===== config.mk =====
export PLATFORM = sky130hd
export DESIGN_NAME = voltage_comparator_control
export DESIGN_NICKNAME = d
export VERILOG_FILES = /design/src/comparator_pkg.sv /design/src/voltage_comparator_control.sv
export SDC_FILE = /design/constraint.sdc
export NUM_CORES = 1
export LEC_CHECK = 0
export ABC_AREA = 1
export BUFFER_PORTS_ARGS = -buffer_cell sky130_fd_sc_hd__buf_2
export CAP_MARGIN = 5
export CORE_ASPECT_RATIO = 1.75
export CORE_MARGIN = 1
export CORE_UTILIZATION = 25
export DETAILED_ROUTE_END_ITERATION = 10
export PLACE_DENSITY_LB_ADDON = 0.12
export SYNTH_ARGS = -nofsm -noshare
export SYNTH_HDL_FRONTEND = slang
export SYNTH_SLANG_ARGS = --single-unit

===== constraint.sdc =====
create_clock -name clk -period 2.1 [get_ports clk]
set_input_delay 0.525 -clock clk [delete_from_list [all_inputs] [get_ports clk]]
set_output_delay 0.525 -clock clk [all_outputs]
set_load 0.005 [all_outputs]

===== src/comparator_pkg.sv =====
package comparator_pkg;
    localparam logic [7:0] ctrl_addr = 8'h9b;
    localparam logic [7:0] ctrl_reset = 8'h00;
    localparam logic [7:0] mux_addr = 8'h9f;
    localparam logic [7:0] mux_reset = 8'hff;
    localparam logic [7:0] mode_addr = 8'h9d;
    localparam logic [7:0] mode_reset = 8'h02;
    localparam logic [7:0] mask_addr = 8'h9c;
    localparam logic [7:0] mask_reset = 8'h00;
    localparam int enable_bit = 7;
    localparam int state_bit = 6;
    localparam int rise_bit = 5;
    localparam int fall_bit = 4;
    localparam int pos_hyst_lsb = 2;
    localparam int neg_hyst_lsb = 0;
    localparam int rise_mask_bit = 1;
    localparam int fall_mask_bit = 0;
    localparam int mode_lsb = 0;
    localparam int mode_width = 2;
    localparam int pos_sel_lsb = 0;
    localparam int neg_sel_lsb = 4;
    localparam int sel_width = 4;
    localparam logic [1:0] hyst_off = 2'h0;
    localparam logic [1:0] hyst_5mv = 2'h1;
    localparam logic [1:0] hyst_10mv = 2'h2;
    localparam logic [1:0] hyst_20mv = 2'h3;
endpackage : comparator_pkg


===== src/voltage_comparator_control.sv =====
// Summary of operation
// - Control bit 7 written 1 enables the comparator, written 0 disables it.
// - Control bit 6 reads the present comparator output, read only.
// - A falling output edge sets the fall flag, control bit 4.
// - A rising output edge sets the rise flag, control bit 5.
// - Edge flags stay set until software writes them 0.
// - Rising and falling edges each raise their own interrupt request.
// - Rise request is forwarded only while its mask bit is 1.
// - Fall request is forwarded only while its mask bit is 1.
// - Bits 1-0 select negative hysteresis; code 11 gives 20 mV.
// - Bits 3-2 select positive hysteresis the same way.
// - Two outputs: one registered to clk, one raw from the comparator.
// - Raw output follows the comparator even with the clock stopped.
// - While disabled, both routed outputs are driven low, the clocked one from the next clk edge.
// - Spurious edge flags may appear after enable or mode changes.
// - Control register at address 0x9B, resets to all zeros.
// - Input select register picks positive and negative input pins.
// - Response mode register selects speed versus supply current.
// - Comparator output is offered as an optional reset source.
`timescale 1ns/1ps
module voltage_comparator_control
    import comparator_pkg::*;
#(
    parameter int sfr_width = 8, // Register width, fixed by the bus ports
    parameter int sync_stages = 2, // Flip-flops on the raw comparator input
    parameter int hyst_width = 2 // Width of each hysteresis code
)
(
    input wire logic clk, // System clock
    input wire logic rst, // Synchronous reset, active high
    input wire logic [7:0] sfr_addr, // Register address
    input wire logic [7:0] sfr_wdata, // Write data
    input wire logic sfr_wr, // Write strobe
    input wire logic sfr_rd, // Read strobe
    output logic [7:0] sfr_rdata, // Read data, registered
    input wire logic cmp_raw, // Analog comparator result
    input wire logic reset_src_en, // Comparator reset source enable
    output logic cmp_enable, // Analog enable
    output logic [1:0] pos_hyst_sel, // Positive hysteresis code
    output logic [1:0] neg_hyst_sel, // Negative hysteresis code
    output logic [3:0] pos_input_sel, // Positive input pin select
    output logic [3:0] neg_input_sel, // Negative input pin select
    output logic [1:0] response_mode, // Response time select
    output logic cmp_sync_out, // Clock-latched output
    output logic cmp_async_out, // Raw output, clockless
    output logic rise_irq, // Masked rise request
    output logic fall_irq, // Masked fall request
    output logic cmp_reset_req // Reset request to device
);
    // Elaboration checks on the parameters
    if (sfr_width != 8) begin : g_bad_sfr_width
        $error("sfr_width must be 8");
    end
    if (sync_stages < 2) begin : g_bad_sync_stages
        $error("sync_stages must be at least 2");
    end
    if (hyst_width != 2) begin : g_bad_hyst_width
        $error("hyst_width must be 2");
    end

    // Address decode shared by the write and read paths
    function automatic logic addr_hit(
        input logic [7:0] addr,
        input logic [7:0] target
    );
        return addr == target;
    endfunction : addr_hit

    // Edge test on the synchronised comparator level
    function automatic logic edge_seen(
        input logic enabled,
        input logic now_level,
        input logic last_level,
        input logic rising
    );
        logic moved;
        moved = enabled && (now_level != last_level);
        return moved && (now_level == rising);
    endfunction : edge_seen

    // Sticky flag; a hardware set beats a software write in the same cycle
    function automatic logic sticky_next(
        input logic flag,
        input logic set_event,
        input logic write_hit,
        input logic write_value
    );
        logic result;
        result = flag;
        if (write_hit) begin
            result = write_value;
        end
        if (set_event) begin
            result = 1'b1;
        end
        return result;
    endfunction : sticky_next

    // Request level held while the flag stands and its mask is set
    function automatic logic masked_request(
        input logic flag,
        input logic set_event,
        input logic mask
    );
        return (flag || set_event) && mask;
    endfunction : masked_request

    function automatic logic [1:0] hyst_field(
        input logic [7:0] data,
        input int lsb
    );
        return data[lsb +: 2];
    endfunction : hyst_field

    function automatic logic [7:0] hold_or_load(
        input logic load,
        input logic [7:0] now_value,
        input logic [7:0] new_value
    );
        return load ? new_value : now_value;
    endfunction : hold_or_load

    logic [sync_stages-1:0] sync_chain;
    logic [7:0] input_select_reg;
    logic [7:0] response_mode_reg;
    logic [7:0] irq_mask_reg;
    logic rise_edge_flag;
    logic fall_edge_flag;
    logic cmp_state;
    logic cmp_prev;

    logic synced_level;
    logic wr_ctrl;
    logic wr_mux;
    logic wr_mode;
    logic wr_mask;
    logic rd_ctrl;
    logic rd_mux;
    logic rd_mode;
    logic rd_mask;
    logic rise_event;
    logic fall_event;
    logic rise_irq_mask;
    logic fall_irq_mask;
    logic [7:0] ctrl_view;

    logic next_cmp_state;
    logic next_cmp_enable;
    logic [1:0] next_pos_hyst_sel;
    logic [1:0] next_neg_hyst_sel;
    logic next_rise_edge_flag;
    logic next_fall_edge_flag;
    logic [7:0] next_input_select;
    logic [7:0] next_response_mode;
    logic [7:0] next_irq_mask;
    logic next_rise_irq;
    logic next_fall_irq;
    logic next_sync_out;
    logic next_reset_req;
    logic [7:0] next_rdata;

    assign synced_level = sync_chain[sync_stages-1];
    assign wr_ctrl = sfr_wr && addr_hit(sfr_addr, ctrl_addr);
    assign wr_mux = sfr_wr && addr_hit(sfr_addr, mux_addr);
    assign wr_mode = sfr_wr && addr_hit(sfr_addr, mode_addr);
    assign wr_mask = sfr_wr && addr_hit(sfr_addr, mask_addr);
    assign rd_ctrl = addr_hit(sfr_addr, ctrl_addr);
    assign rd_mux = addr_hit(sfr_addr, mux_addr);
    assign rd_mode = addr_hit(sfr_addr, mode_addr);
    assign rd_mask = addr_hit(sfr_addr, mask_addr);

    assign rise_event = edge_seen(cmp_enable, cmp_state, cmp_prev, 1'b1);
    assign fall_event = edge_seen(cmp_enable, cmp_state, cmp_prev, 1'b0);
    assign ctrl_view = {cmp_enable, cmp_state, rise_edge_flag, fall_edge_flag,
                        pos_hyst_sel, neg_hyst_sel};
    assign rise_irq_mask = irq_mask_reg[rise_mask_bit];
    assign fall_irq_mask = irq_mask_reg[fall_mask_bit];

    assign next_cmp_state = synced_level && cmp_enable;
    assign next_cmp_enable = wr_ctrl ? sfr_wdata[enable_bit] : cmp_enable;
    assign next_pos_hyst_sel = wr_ctrl ? hyst_field(sfr_wdata, pos_hyst_lsb) : pos_hyst_sel;
    assign next_neg_hyst_sel = wr_ctrl ? hyst_field(sfr_wdata, neg_hyst_lsb) : neg_hyst_sel;
    assign next_rise_edge_flag = sticky_next(rise_edge_flag, rise_event, wr_ctrl,
                                             sfr_wdata[rise_bit]);
    assign next_fall_edge_flag = sticky_next(fall_edge_flag, fall_event, wr_ctrl,
                                             sfr_wdata[fall_bit]);
    assign next_input_select = hold_or_load(wr_mux, input_select_reg, sfr_wdata);
    assign next_response_mode = hold_or_load(wr_mode, response_mode_reg, sfr_wdata);
    assign next_irq_mask = hold_or_load(wr_mask, irq_mask_reg, sfr_wdata);
    assign next_rise_irq = masked_request(rise_edge_flag, rise_event, rise_irq_mask);
    assign next_fall_irq = masked_request(fall_edge_flag, fall_event, fall_irq_mask);
    assign next_sync_out = cmp_state && cmp_enable;
    assign next_reset_req = reset_src_en && cmp_enable && !cmp_state;
    assign next_rdata = rd_ctrl ? ctrl_view :
                        rd_mux ? input_select_reg :
                        rd_mode ? response_mode_reg :
                        rd_mask ? irq_mask_reg :
                        8'h00;

    assign pos_input_sel = input_select_reg[pos_sel_lsb +: sel_width];
    assign neg_input_sel = input_select_reg[neg_sel_lsb +: sel_width];
    assign response_mode = response_mode_reg[mode_lsb +: mode_width];

    // Raw path is pure gating so it works without clk
    assign cmp_async_out = cmp_raw & cmp_enable;

    // Only the last stage is read by logic
    always_ff @(posedge clk) begin
        if (rst) begin
            sync_chain <= '0;
        end else begin
            sync_chain <= {sync_chain[sync_stages-2:0], cmp_raw};
        end
    end

    always_ff @(posedge clk) begin
        if (rst) begin
            cmp_state <= 1'b0;
        end else begin
            cmp_state <= next_cmp_state;
        end
    end

    always_ff @(posedge clk) begin
        if (rst) begin
            cmp_prev <= 1'b0;
        end else begin
            cmp_prev <= cmp_state;
        end
    end

    always_ff @(posedge clk) begin
        if (rst) begin
            cmp_enable <= ctrl_reset[enable_bit];
        end else begin
            cmp_enable <= next_cmp_enable;
        end
    end

    always_ff @(posedge clk) begin
        if (rst) begin
            pos_hyst_sel <= hyst_off;
        end else begin
            pos_hyst_sel <= next_pos_hyst_sel;
        end
    end

    always_ff @(posedge clk) begin
        if (rst) begin
            neg_hyst_sel <= hyst_off;
        end else begin
            neg_hyst_sel <= next_neg_hyst_sel;
        end
    end

    always_ff @(posedge clk) begin
        if (rst) begin
            rise_edge_flag <= 1'b0;
        end else begin
            rise_edge_flag <= next_rise_edge_flag;
        end
    end

    always_ff @(posedge clk) begin
        if (rst) begin
            fall_edge_flag <= 1'b0;
        end else begin
            fall_edge_flag <= next_fall_edge_flag;
        end
    end

    always_ff @(posedge clk) begin
        if (rst) begin
            input_select_reg <= mux_reset;
        end else begin
            input_select_reg <= next_input_select;
        end
    end

    always_ff @(posedge clk) begin
        if (rst) begin
            response_mode_reg <= mode_reset;
        end else begin
            response_mode_reg <= next_response_mode;
        end
    end

    always_ff @(posedge clk) begin
        if (rst) begin
            irq_mask_reg <= mask_reset;
        end else begin
            irq_mask_reg <= next_irq_mask;
        end
    end

    always_ff @(posedge clk) begin
        if (rst) begin
            rise_irq <= 1'b0;
        end else begin
            rise_irq <= next_rise_irq;
        end
    end

    always_ff @(posedge clk) begin
        if (rst) begin
            fall_irq <= 1'b0;
        end else begin
            fall_irq <= next_fall_irq;
        end
    end

    // Gated by enable too, so the pin drops one edge after a disable
    always_ff @(posedge clk) begin
        if (rst) begin
            cmp_sync_out <= 1'b0;
        end else begin
            cmp_sync_out <= next_sync_out;
        end
    end

    always_ff @(posedge clk) begin
        if (rst) begin
            cmp_reset_req <= 1'b0;
        end else begin
            cmp_reset_req <= next_reset_req;
        end
    end

    // Read data holds between reads
    always_ff @(posedge clk) begin
        if (rst) begin
            sfr_rdata <= 8'h00;
        end else if (sfr_rd) begin
            sfr_rdata <= next_rdata;
        end
    end
endmodule : voltage_comparator_control


==> flow_summary.yaml, run 1 <==
die:
  die_w_um: 72.93
  fp.dieArea_mm2: 0.009197
  start_util_pct: 25.55
  core-area_mm2: 0.008615
  std_cell_rows: 45
  ioPinCount: 50
  fp.dieH_um: 126.1
global_route:
  overflow: 0
  grtUsageTotal_pct: 15.18
  grt_max_degree: 27
  antenna_found_initial: 0
  grt_pass1_vias: 1915
  grt_first_pass_wirelength_mm: 10.30
sta:
  min_period_over_period_pct: 69.02
  fmax_mhz: 689.9
  final.hold.worst_slack_ns: 0.4033
  fin_skew_ns: 0.008468
  worst_pin_slew_ns: 0.5684
  min_period_ns: 1.449
  setup_tns_ns: 0
  slew_headroom_pct: 62.06
  finalSetupViolCount: 0
  drv_slew: 0
  fin_ws_ns: 0.6506
  finalHoldViolations: 0
  rsz0062_at_grt: "no"
hold_path:
  min-delay-start: "sync_chain[0]"
  worst_hold_path_type: "reg2reg"
critical_path:
  cp_data_arrival_time_ns: 1.62
  cp-startpoint: "sfr_addr[5]"
  start_kind: "input pin"
  worstSetupPathType: "in2reg"
  required_ns: 2.27
  crit_path_max_fanout: 24
  endpoint_kind: "flip-flop"
  reg2reg_from: "cmp_enable"
power:
  pwr-share-comb_pct: 6.0
  p_int_uw: 1487
  power_uw: 1917
  clkPwrFrac_pct: 47.3
  power_density_mw_per_mm2: 714.7
  power_leakage_uw: 0.001271
  swShare_pct: 22.46
  vdd_ir_drop_max_mv: 0.4207
  power_frac_seq_pct: 46.7
  switching_power_uw: 430.5
clock_tree:
  cts_resized: 0
  path_clk_slew_ns: 0.06
  ctsRootBufferMaster: "clkbuf_16"
  cts_htree_levels: 2
  cts_tree: "built"
  cts_buffers: 5
  numClockSinks: 47
  cts.path.max_buffers: 2
  clkLatencyLatePin_ns: 0.29
  cts_setup_buffers: 0
  hold_buffers: 0
place:
  place_area_mm2: 0.002524
  post-place-ws_ns: 0.3277
  portBuffers: 49
  hpwl_mm: 4.947
  gp_congestion: 0.7846
detailed_routing:
  vias: 1998
  wl_per_cell_um: 14.33
  vias_per_cell: 4.411
  ant_nets: 0
  drc_errors: 0
  first_iter_violations: 58
  dr.pass1.iters: 5
  totalWireLength_mm: 6.492
yosys:
  synth_area_per_cell_um2: 7.615
  synth_area_mm2: 0.002201
  syn-num-nets: 311
  syn_inst: 289
  yosysWarningCount: 0
  ys_seq_area_share_pct: 42.75
  synth_cell_types: 28
  ys_seq_elements: 47
cells_and_area:
  area_delta_synth_final_pct: 21.89
  postLayoutCellArea_mm2: 0.002683
  nets: 358
  n_antenna_cell: 0
  drive_gt1_share_pct: 25.60
run_status:
  outcome: "completed"
run:
  max_cap_viol_count: 0
[critical path, stage by stage]
cell,delay [ns]
buf_2,0.10
inv_1,0.06
nand2_2,0.08
nor2_8,0.32
nand3_4,0.25
o21ai_1,0.20
a21oi_1,0.08
[metal layers]
layer	vias up	routed length (um)	GRT usage [%]
li1	1025	-	-
met1	918	2815	18.29
met2	47	3340	26.22
met3	8	207	2.800
met4	0	129	5.652
met5	-	0	0
[layout by cell type, fill, tap and decap left out, types with 5 or more instances in the layout]
cell type,count
nor2_1,14
a21oi_1,25
clkbuf_16,5
o21ai_1,9
inv_1,24
o21ai_0,7
a21oi_2,6
nand2_2,6
o21bai_1,7
dfxtp_1,47
nand2_1,77
buf_2,49
nand3_1,31
[Yosys cell counts, drive strengths merged]
cell | number | area share [%]
nor2 | 19 | 6.1
nand3b | 1 | 0.34
o21bai | 7 | 2.4
nand3 | 34 | 9.4
a211oi | 1 | 0.34
a21oi | 31 | 8.1
clkbuf | 4 | 0.68
inv | 28 | 4.8
nand2 | 85 | 16
o21ai | 16 | 3.6
buf | 9 | 3.8
dfxtp | 47 | 43
clkinv | 2 | 0.40
o211ai | 2 | 0.68
nor3 | 3 | 0.68
[power by group through the flow]
| stage | combinational, uW | clock (uW) | sequential, uW |
|---|---|---|---|
| global route | 127 | 950 | 896 |
| floorplan | 65.0 | 0 | 916 |
| detailed placement | 117 | 0 | 916 |
| finish | 115 | 906 | 896 |
| global placement | 117 | 0 | 916 |
| CTS | 117 | 920 | 896 |
[final timing paths]
check              endpoint  slack [ns]  cells past startpoint
min reg2reg   sync_chain[1]        0.40                      2
min           sync_chain[1]        0.40                      2
max reg2reg        rise_irq        1.00                      4
max          fall_edge_flag        0.65                      7
[cell type report]
class	instances	area, um2
clock buffers	6	128.9
clock inverters	1	30.03
fillers	951	5932
inverters	30	113.9
multi-input cells	199	1047
flip-flops and latches	47	940.9
well taps	117	146.4
repair buffers	53	275.3
[metrics by stage]
stage                     utilization, %  instances
after CTS                          31.14        453
after global placement             29.30        446
after floorplan                        -        289
after detailed placement           29.30        446
after global routing               31.14        453
final                              31.14        453
[kinds of logic (layout without fill, tap and decap cells)]
family | Yosys count | after routing | synth area share, %
buf+inv | 43 | 90 | 9.663
simple gates | 142 | 142 | 32.46
flops | 47 | 47 | 42.75
compound gates | 57 | 57 | 15.12
Note: power is estimated with default switching activity, not from simulation.
==> inputs of run 2 (changes only) <==
==> constraint.sdc (replaced) <==
create_clock -name clk -period 1.2 [get_ports clk]
set_input_delay 0.3 -clock clk [delete_from_list [all_inputs] [get_ports clk]]
set_output_delay 0.3 -clock clk [all_outputs]
set_load 0.005 [all_outputs]
==> flow_summary.yaml, run 2 (synthesis gave the netlist of run 1 again) <==
cells_and_area:
  area_delta_synth_final_pct: 28.77
  drive_gt1_share_pct: 29.14
  nets: 371
  final_cell_mix: "76 x nand2_1, 49 x buf_2, 46 x dfxtp_1, 31 x nand3_1, 25 x a21oi_1"
  postLayoutCellArea_mm2: 0.002834
  final_common_cell: "nand2_1"
  n_antenna_cell: 0
detailed_routing:
  vias: 2053
  totalWireLength_mm: 6.554
  wl_per_cell_um: 14.03
  dr.pass1.iters: 4
  ant_nets: 0
  drc_errors: 0
  first_iter_violations: 42
  vias_per_cell: 4.396
hold_path:
  worst_hold_path_type: "in2reg"
critical_path:
  required_ns: 0.90
  endpoint_kind: "output port"
  start_kind: "flip-flop"
  worstSetupPathType: "reg2out"
  crit_path_max_fanout: 6
  cp_data_arrival_time_ns: 0.84
die:
  die_w_um: 72.93
  start_util_pct: 25.55
  fp.dieArea_mm2: 0.009197
  fp.dieH_um: 126.1
  core-area_mm2: 0.008615
  ioPinCount: 50
  std_cell_rows: 45
sta:
  rsz0062_at_grt: "yes"
  setup_tns_ns: 0
  min_period_ns: 1.143
  fmax_mhz: 874.7
  slew_headroom_pct: 80.18
  finalHoldViolations: 0
  min_period_over_period_pct: 95.27
  worst_pin_slew_ns: 0.2950
  fin_skew_ns: 0.003800
  drv_slew: 0
  finalSetupViolCount: 0
global_route:
  met2_usage_pct: 27.98
  grt_pass1_vias: 1973
  grt_first_pass_wirelength_mm: 10.47
  grt_max_degree: 27
  gr-usage-met1_pct: 17.11
  grtUsageTotal_pct: 15.43
  antenna_found_initial: 0
  overflow: 0
  busiest_layer: "met2"
  grtUsageMet3_pct: 3.280
run:
  max_cap_viol_count: 0
clock_tree:
  clkLatencyLatePin_ns: 0.29
  cts_buffers: 5
  cts_tree: "built"
  hold_buffers: 0
  path_clk_slew_ns: 0.06
  cts.path.max_buffers: 2
  numClockSinks: 47
  cts_htree_levels: 2
  ctsRootBufferMaster: "clkbuf_16"
place:
  hpwl_mm: 5.147
  gp_congestion: 0.7594
  place_area_mm2: 0.002671
  portBuffers: 49
run_status:
  outcome: "completed"
power:
  swShare_pct: 22.81
  power_uw: 3286
  power_leakage_uw: 0.001354
  power_frac_seq_pct: 47.7
  switching_power_uw: 749.5
  power_density_mw_per_mm2: 1160
  p_int_uw: 2537
  vdd_ir_drop_max_mv: 0.6675
  pwr-share-comb_pct: 6.9
  clkPwrFrac_pct: 45.4
==> run 2: cell types whose count changed in the layout (fill, tap and decap cells not counted), sizes merged <==
cell    previous run  this run
bufinv             1         0
clkbuf             6         8
buf               53        66
==> run 2: path summary, 6_finish.rpt <==
check	endpoint	depth (start not counted)	slack, ns	startpoint
min reg2reg	sync_chain[1]	2	0.41	sync_chain[0]
max	cmp_async_out	3	0.06	cmp_enable
min	sync_chain[0]	3	0.23	cmp_raw
max reg2reg	rise_irq	4	0.14	cmp_enable
==> run 2: timing repair <==
item	CTS	global route
pin swaps	0	1
endpoints found under the setup margin	1	2
resized for setup	1	2
setup buffers	0	1
==> run 2: through the flow <==
| step | std cells | util, % | setup slack [ns] | hold WS [ns] |
|---|---|---|---|---|
| 2_1_floorplan | 289 | - | 0.006987 | 0.3883 |
| 3_3_place_gp | 459 | 31.01 | -0.2022 | 0.3911 |
| 3_5_place_dp | 459 | 31.01 | -0.1986 | 0.3999 |
| 4_1_cts | 466 | 32.75 | 0.02339 | 0.2215 |
| 5_1_grt | 467 | 32.90 | -0.004502 | 0.2442 |
| 6_report | 467 | 32.90 | 0.05673 | 0.2271 |
==> run 2: routing by layer <==
metal / routed length, um / part of all wire, %
met5: 0 / 0
met1: 2700 / 41
met4: 106 / 1.6
met3: 208 / 3.2
met2: 3539 / 54
==> run 2: final cells by class <==
class                      instances  area [um2]
fill                             951        5781
tap                              117       146.4
multi-input combinational        199        1050
inverter                          30       113.9
sequential                        47       944.7
timing repair buffer              66       422.9
clock buffer                       8       156.4
==> run 2: critical path, stage by stage (launching register included) <==
cell and delay, ns:
dfxtp_4 0.36, nand2_1 0.05, inv_1 0.03, buf_2 0.11
==> run 2: power groups by stage <==
stage                     Clock, uW  Sequential [uW]  Combinational (uW)
after floorplan                   0             1600                 114
after global placement            0             1600                 230
after detailed placement          0             1600                 229
after CTS                      1540             1570                 229
after global routing           1580             1570                 250
final                          1490             1570                 228
==> inputs of run 3 (changes only) <==
--- a/config.mk
+++ b/config.mk
@@ -6,12 +6,12 @@
 export NUM_CORES = 1
 export LEC_CHECK = 0
 export ABC_AREA = 1
-export BUFFER_PORTS_ARGS = -buffer_cell sky130_fd_sc_hd__buf_2
 export CAP_MARGIN = 5
-export CORE_ASPECT_RATIO = 1.75
-export CORE_MARGIN = 1
+export CORE_ASPECT_RATIO = 0.75
+export CORE_MARGIN = 4
 export CORE_UTILIZATION = 25
 export DETAILED_ROUTE_END_ITERATION = 10
+export DONT_BUFFER_PORTS = 1
 export PLACE_DENSITY_LB_ADDON = 0.12
 export SYNTH_ARGS = -nofsm -noshare
 export SYNTH_HDL_FRONTEND = slang
==> flow_summary.yaml, run 3 (synthesis gave the netlist of run 1 again) <==
critical_path:
  rr_worst_depth: 5
  required_ns: 0.90
  cp_data_arrival_time_ns: 0.83
  reg2reg_from: "pos_hyst_sel[1]"
  start_kind: "flip-flop"
  endpoint_kind: "output port"
  crit_path_max_fanout: 5
  path_delay_family: "flip-flops"
  rrSetupSlack_ns: 0.23
  path_cells: "buf_6 -> nand2_2 -> inv_2"
  critPathBufInv: 2
  slowest_stage: "dfxtp_2"
  worstSetupPathType: "reg2out"
  rr_endpoint: "sfr_rdata[3]"
  crit_path_max_incr_delay_ns: 0.33
run:
  max_cap_viol_count: 0
die:
  start_util_pct: 25.81
  core-area_mm2: 0.008527
  fp.dieArea_mm2: 0.01038
  std_cell_rows: 29
  die_w_um: 116.3
  fp.dieH_um: 89.26
  ioPinCount: 50
detailed_routing:
  vias_per_cell: 4.471
  wl_per_cell_um: 15.78
  drc_errors: 0
  vias: 1802
  ant_nets: 0
  dr.pass1.iters: 4
  first_iter_violations: 73
  totalWireLength_mm: 6.361
sta:
  min_period_ns: 1.126
  slew_headroom_pct: 81.02
  finalHoldViolations: 0
  min_period_over_period_pct: 93.85
  drv_slew: 0
  finalSetupViolCount: 0
  worst_pin_slew_ns: 0.2842
  setup_tns_ns: 0
  fin_skew_ns: 0.01263
  rsz0062_at_grt: "no"
  fmax_mhz: 887.9
clock_tree:
  cts_htree_levels: 2
  cts_tree: "built"
  clkLatencyLatePin_ns: 0.29
  cts.path.max_buffers: 2
  ctsRootBufferMaster: "clkbuf_16"
  path_clk_slew_ns: 0.07
  cts_setup_buffers: 0
  numClockSinks: 47
  cts_buffers: 5
global_route:
  grt_max_degree: 28
  antenna_found_initial: 0
  overflow: 0
  busiest_layer: "met1"
  grt_pass1_vias: 1695
  gr-usage-met1_pct: 19.26
  grtUsageMet3_pct: 4.127
  grtUsageTotal_pct: 12.91
  met2_usage_pct: 17.81
  grt_first_pass_wirelength_mm: 9.901
cells_and_area:
  drive_gt1_share_pct: 16.27
  final_cell_mix: "76 x nand2_1, 46 x dfxtp_1, 31 x nand3_1, 25 x a21oi_1, 23 x inv_1"
  n_antenna_cell: 0
  nets: 316
  fill_cells: 913
  final_common_cell: "nand2_1"
  area_delta_synth_final_pct: 14.04
place:
  hpwl_mm: 4.982
  gp_congestion: 0.8101
  portBuffers: 0
hold_path:
  hold_end: "response_mode_reg[4]"
  holdPathStages: 1
  min-delay-start: "rst"
  worst_hold_path_type: "in2reg"
run_status:
  outcome: "completed"
power:
  power_uw: 3093
  power_density_mw_per_mm2: 1232
  vdd_ir_drop_max_mv: 0.4980
  power_leakage_uw: 0.001098
## run 3: cell count changes in the layout (fill, tap and decap cells not counted)
cell        before  now
buf_12           4    3
buf_2           49    0
buf_4           13    7
buf_6            0    1
clkbuf_8         2    0
clkinvlp_4       0    1
dfxtp_2          0    1
dfxtp_4          1    0
inv_1           24   23
inv_2            4    5
inv_6            0    1
## run 3: worst max-delay path by stage
stage               depth (start not counted)       endpoint         from
floorplan                                   8   sfr_rdata[3]  sfr_addr[5]
global placement                            8   sfr_rdata[3]  sfr_addr[5]
detailed placement                          8   sfr_rdata[3]  sfr_addr[5]
CTS                                         3  cmp_async_out   cmp_enable
global route                                3  cmp_async_out   cmp_enable
finish                                      3  cmp_async_out   cmp_enable
## run 3: final cells by class
type                            count  area, um2  share of cell area (%)
Clock inverter                      2      16.27                  0.6481
Multi-Input combinational cell    199       1050                   41.82
Sequential cell                    47      942.2                   37.54
Timing Repair Buffer               11      123.9                   4.935
Inverter                           30      113.9                   4.536
Clock buffer                        6      128.9                   5.135
Tap cell                          108      135.1                   5.384
## run 3: power by group
part	leakage (uW)	switching, uW	internal (uW)
registers	0.000380	2.96	1560
logic	0.000651	78.5	45.9
clock network	0.0000675	619	781
total	0.00110	700	2390
## run 3: what timing repair did
action                     in CTS  in global routing
gates resized for setup         0                  4
setup endpoints to repair       0                  1
hold buffers                    0                  0
## run 3: per-layer routing
layer | share of wire, % | up-vias
met2 | 40 | 48
met1 | 52 | 809
met3 | 7.5 | 4
met5 | 0 | -
li1 | - | 941
met4 | 0.74 | 0
## run 3: stage by stage
| step | instance area (um2) | utilization (%) | setup WS [ns] | instances | hold WS (ns) |
|---|---|---|---|---|---|
| 6_report | 2510 | 29.44 | 0.07377 | 403 | 0.07654 |
| 5_1_grt | 2510 | 29.44 | 0.01061 | 403 | 0.05911 |
| 4_1_cts | 2502 | 29.35 | 0.01936 | 403 | 0.06773 |
| 3_5_place_dp | 2357 | 27.64 | -0.1251 | 395 | 0.3695 |
| 3_3_place_gp | 2357 | 27.64 | -0.1160 | 395 | 0.3665 |
| 2_1_floorplan | 2201 | - | 0.006987 | 289 | 0.3883 |
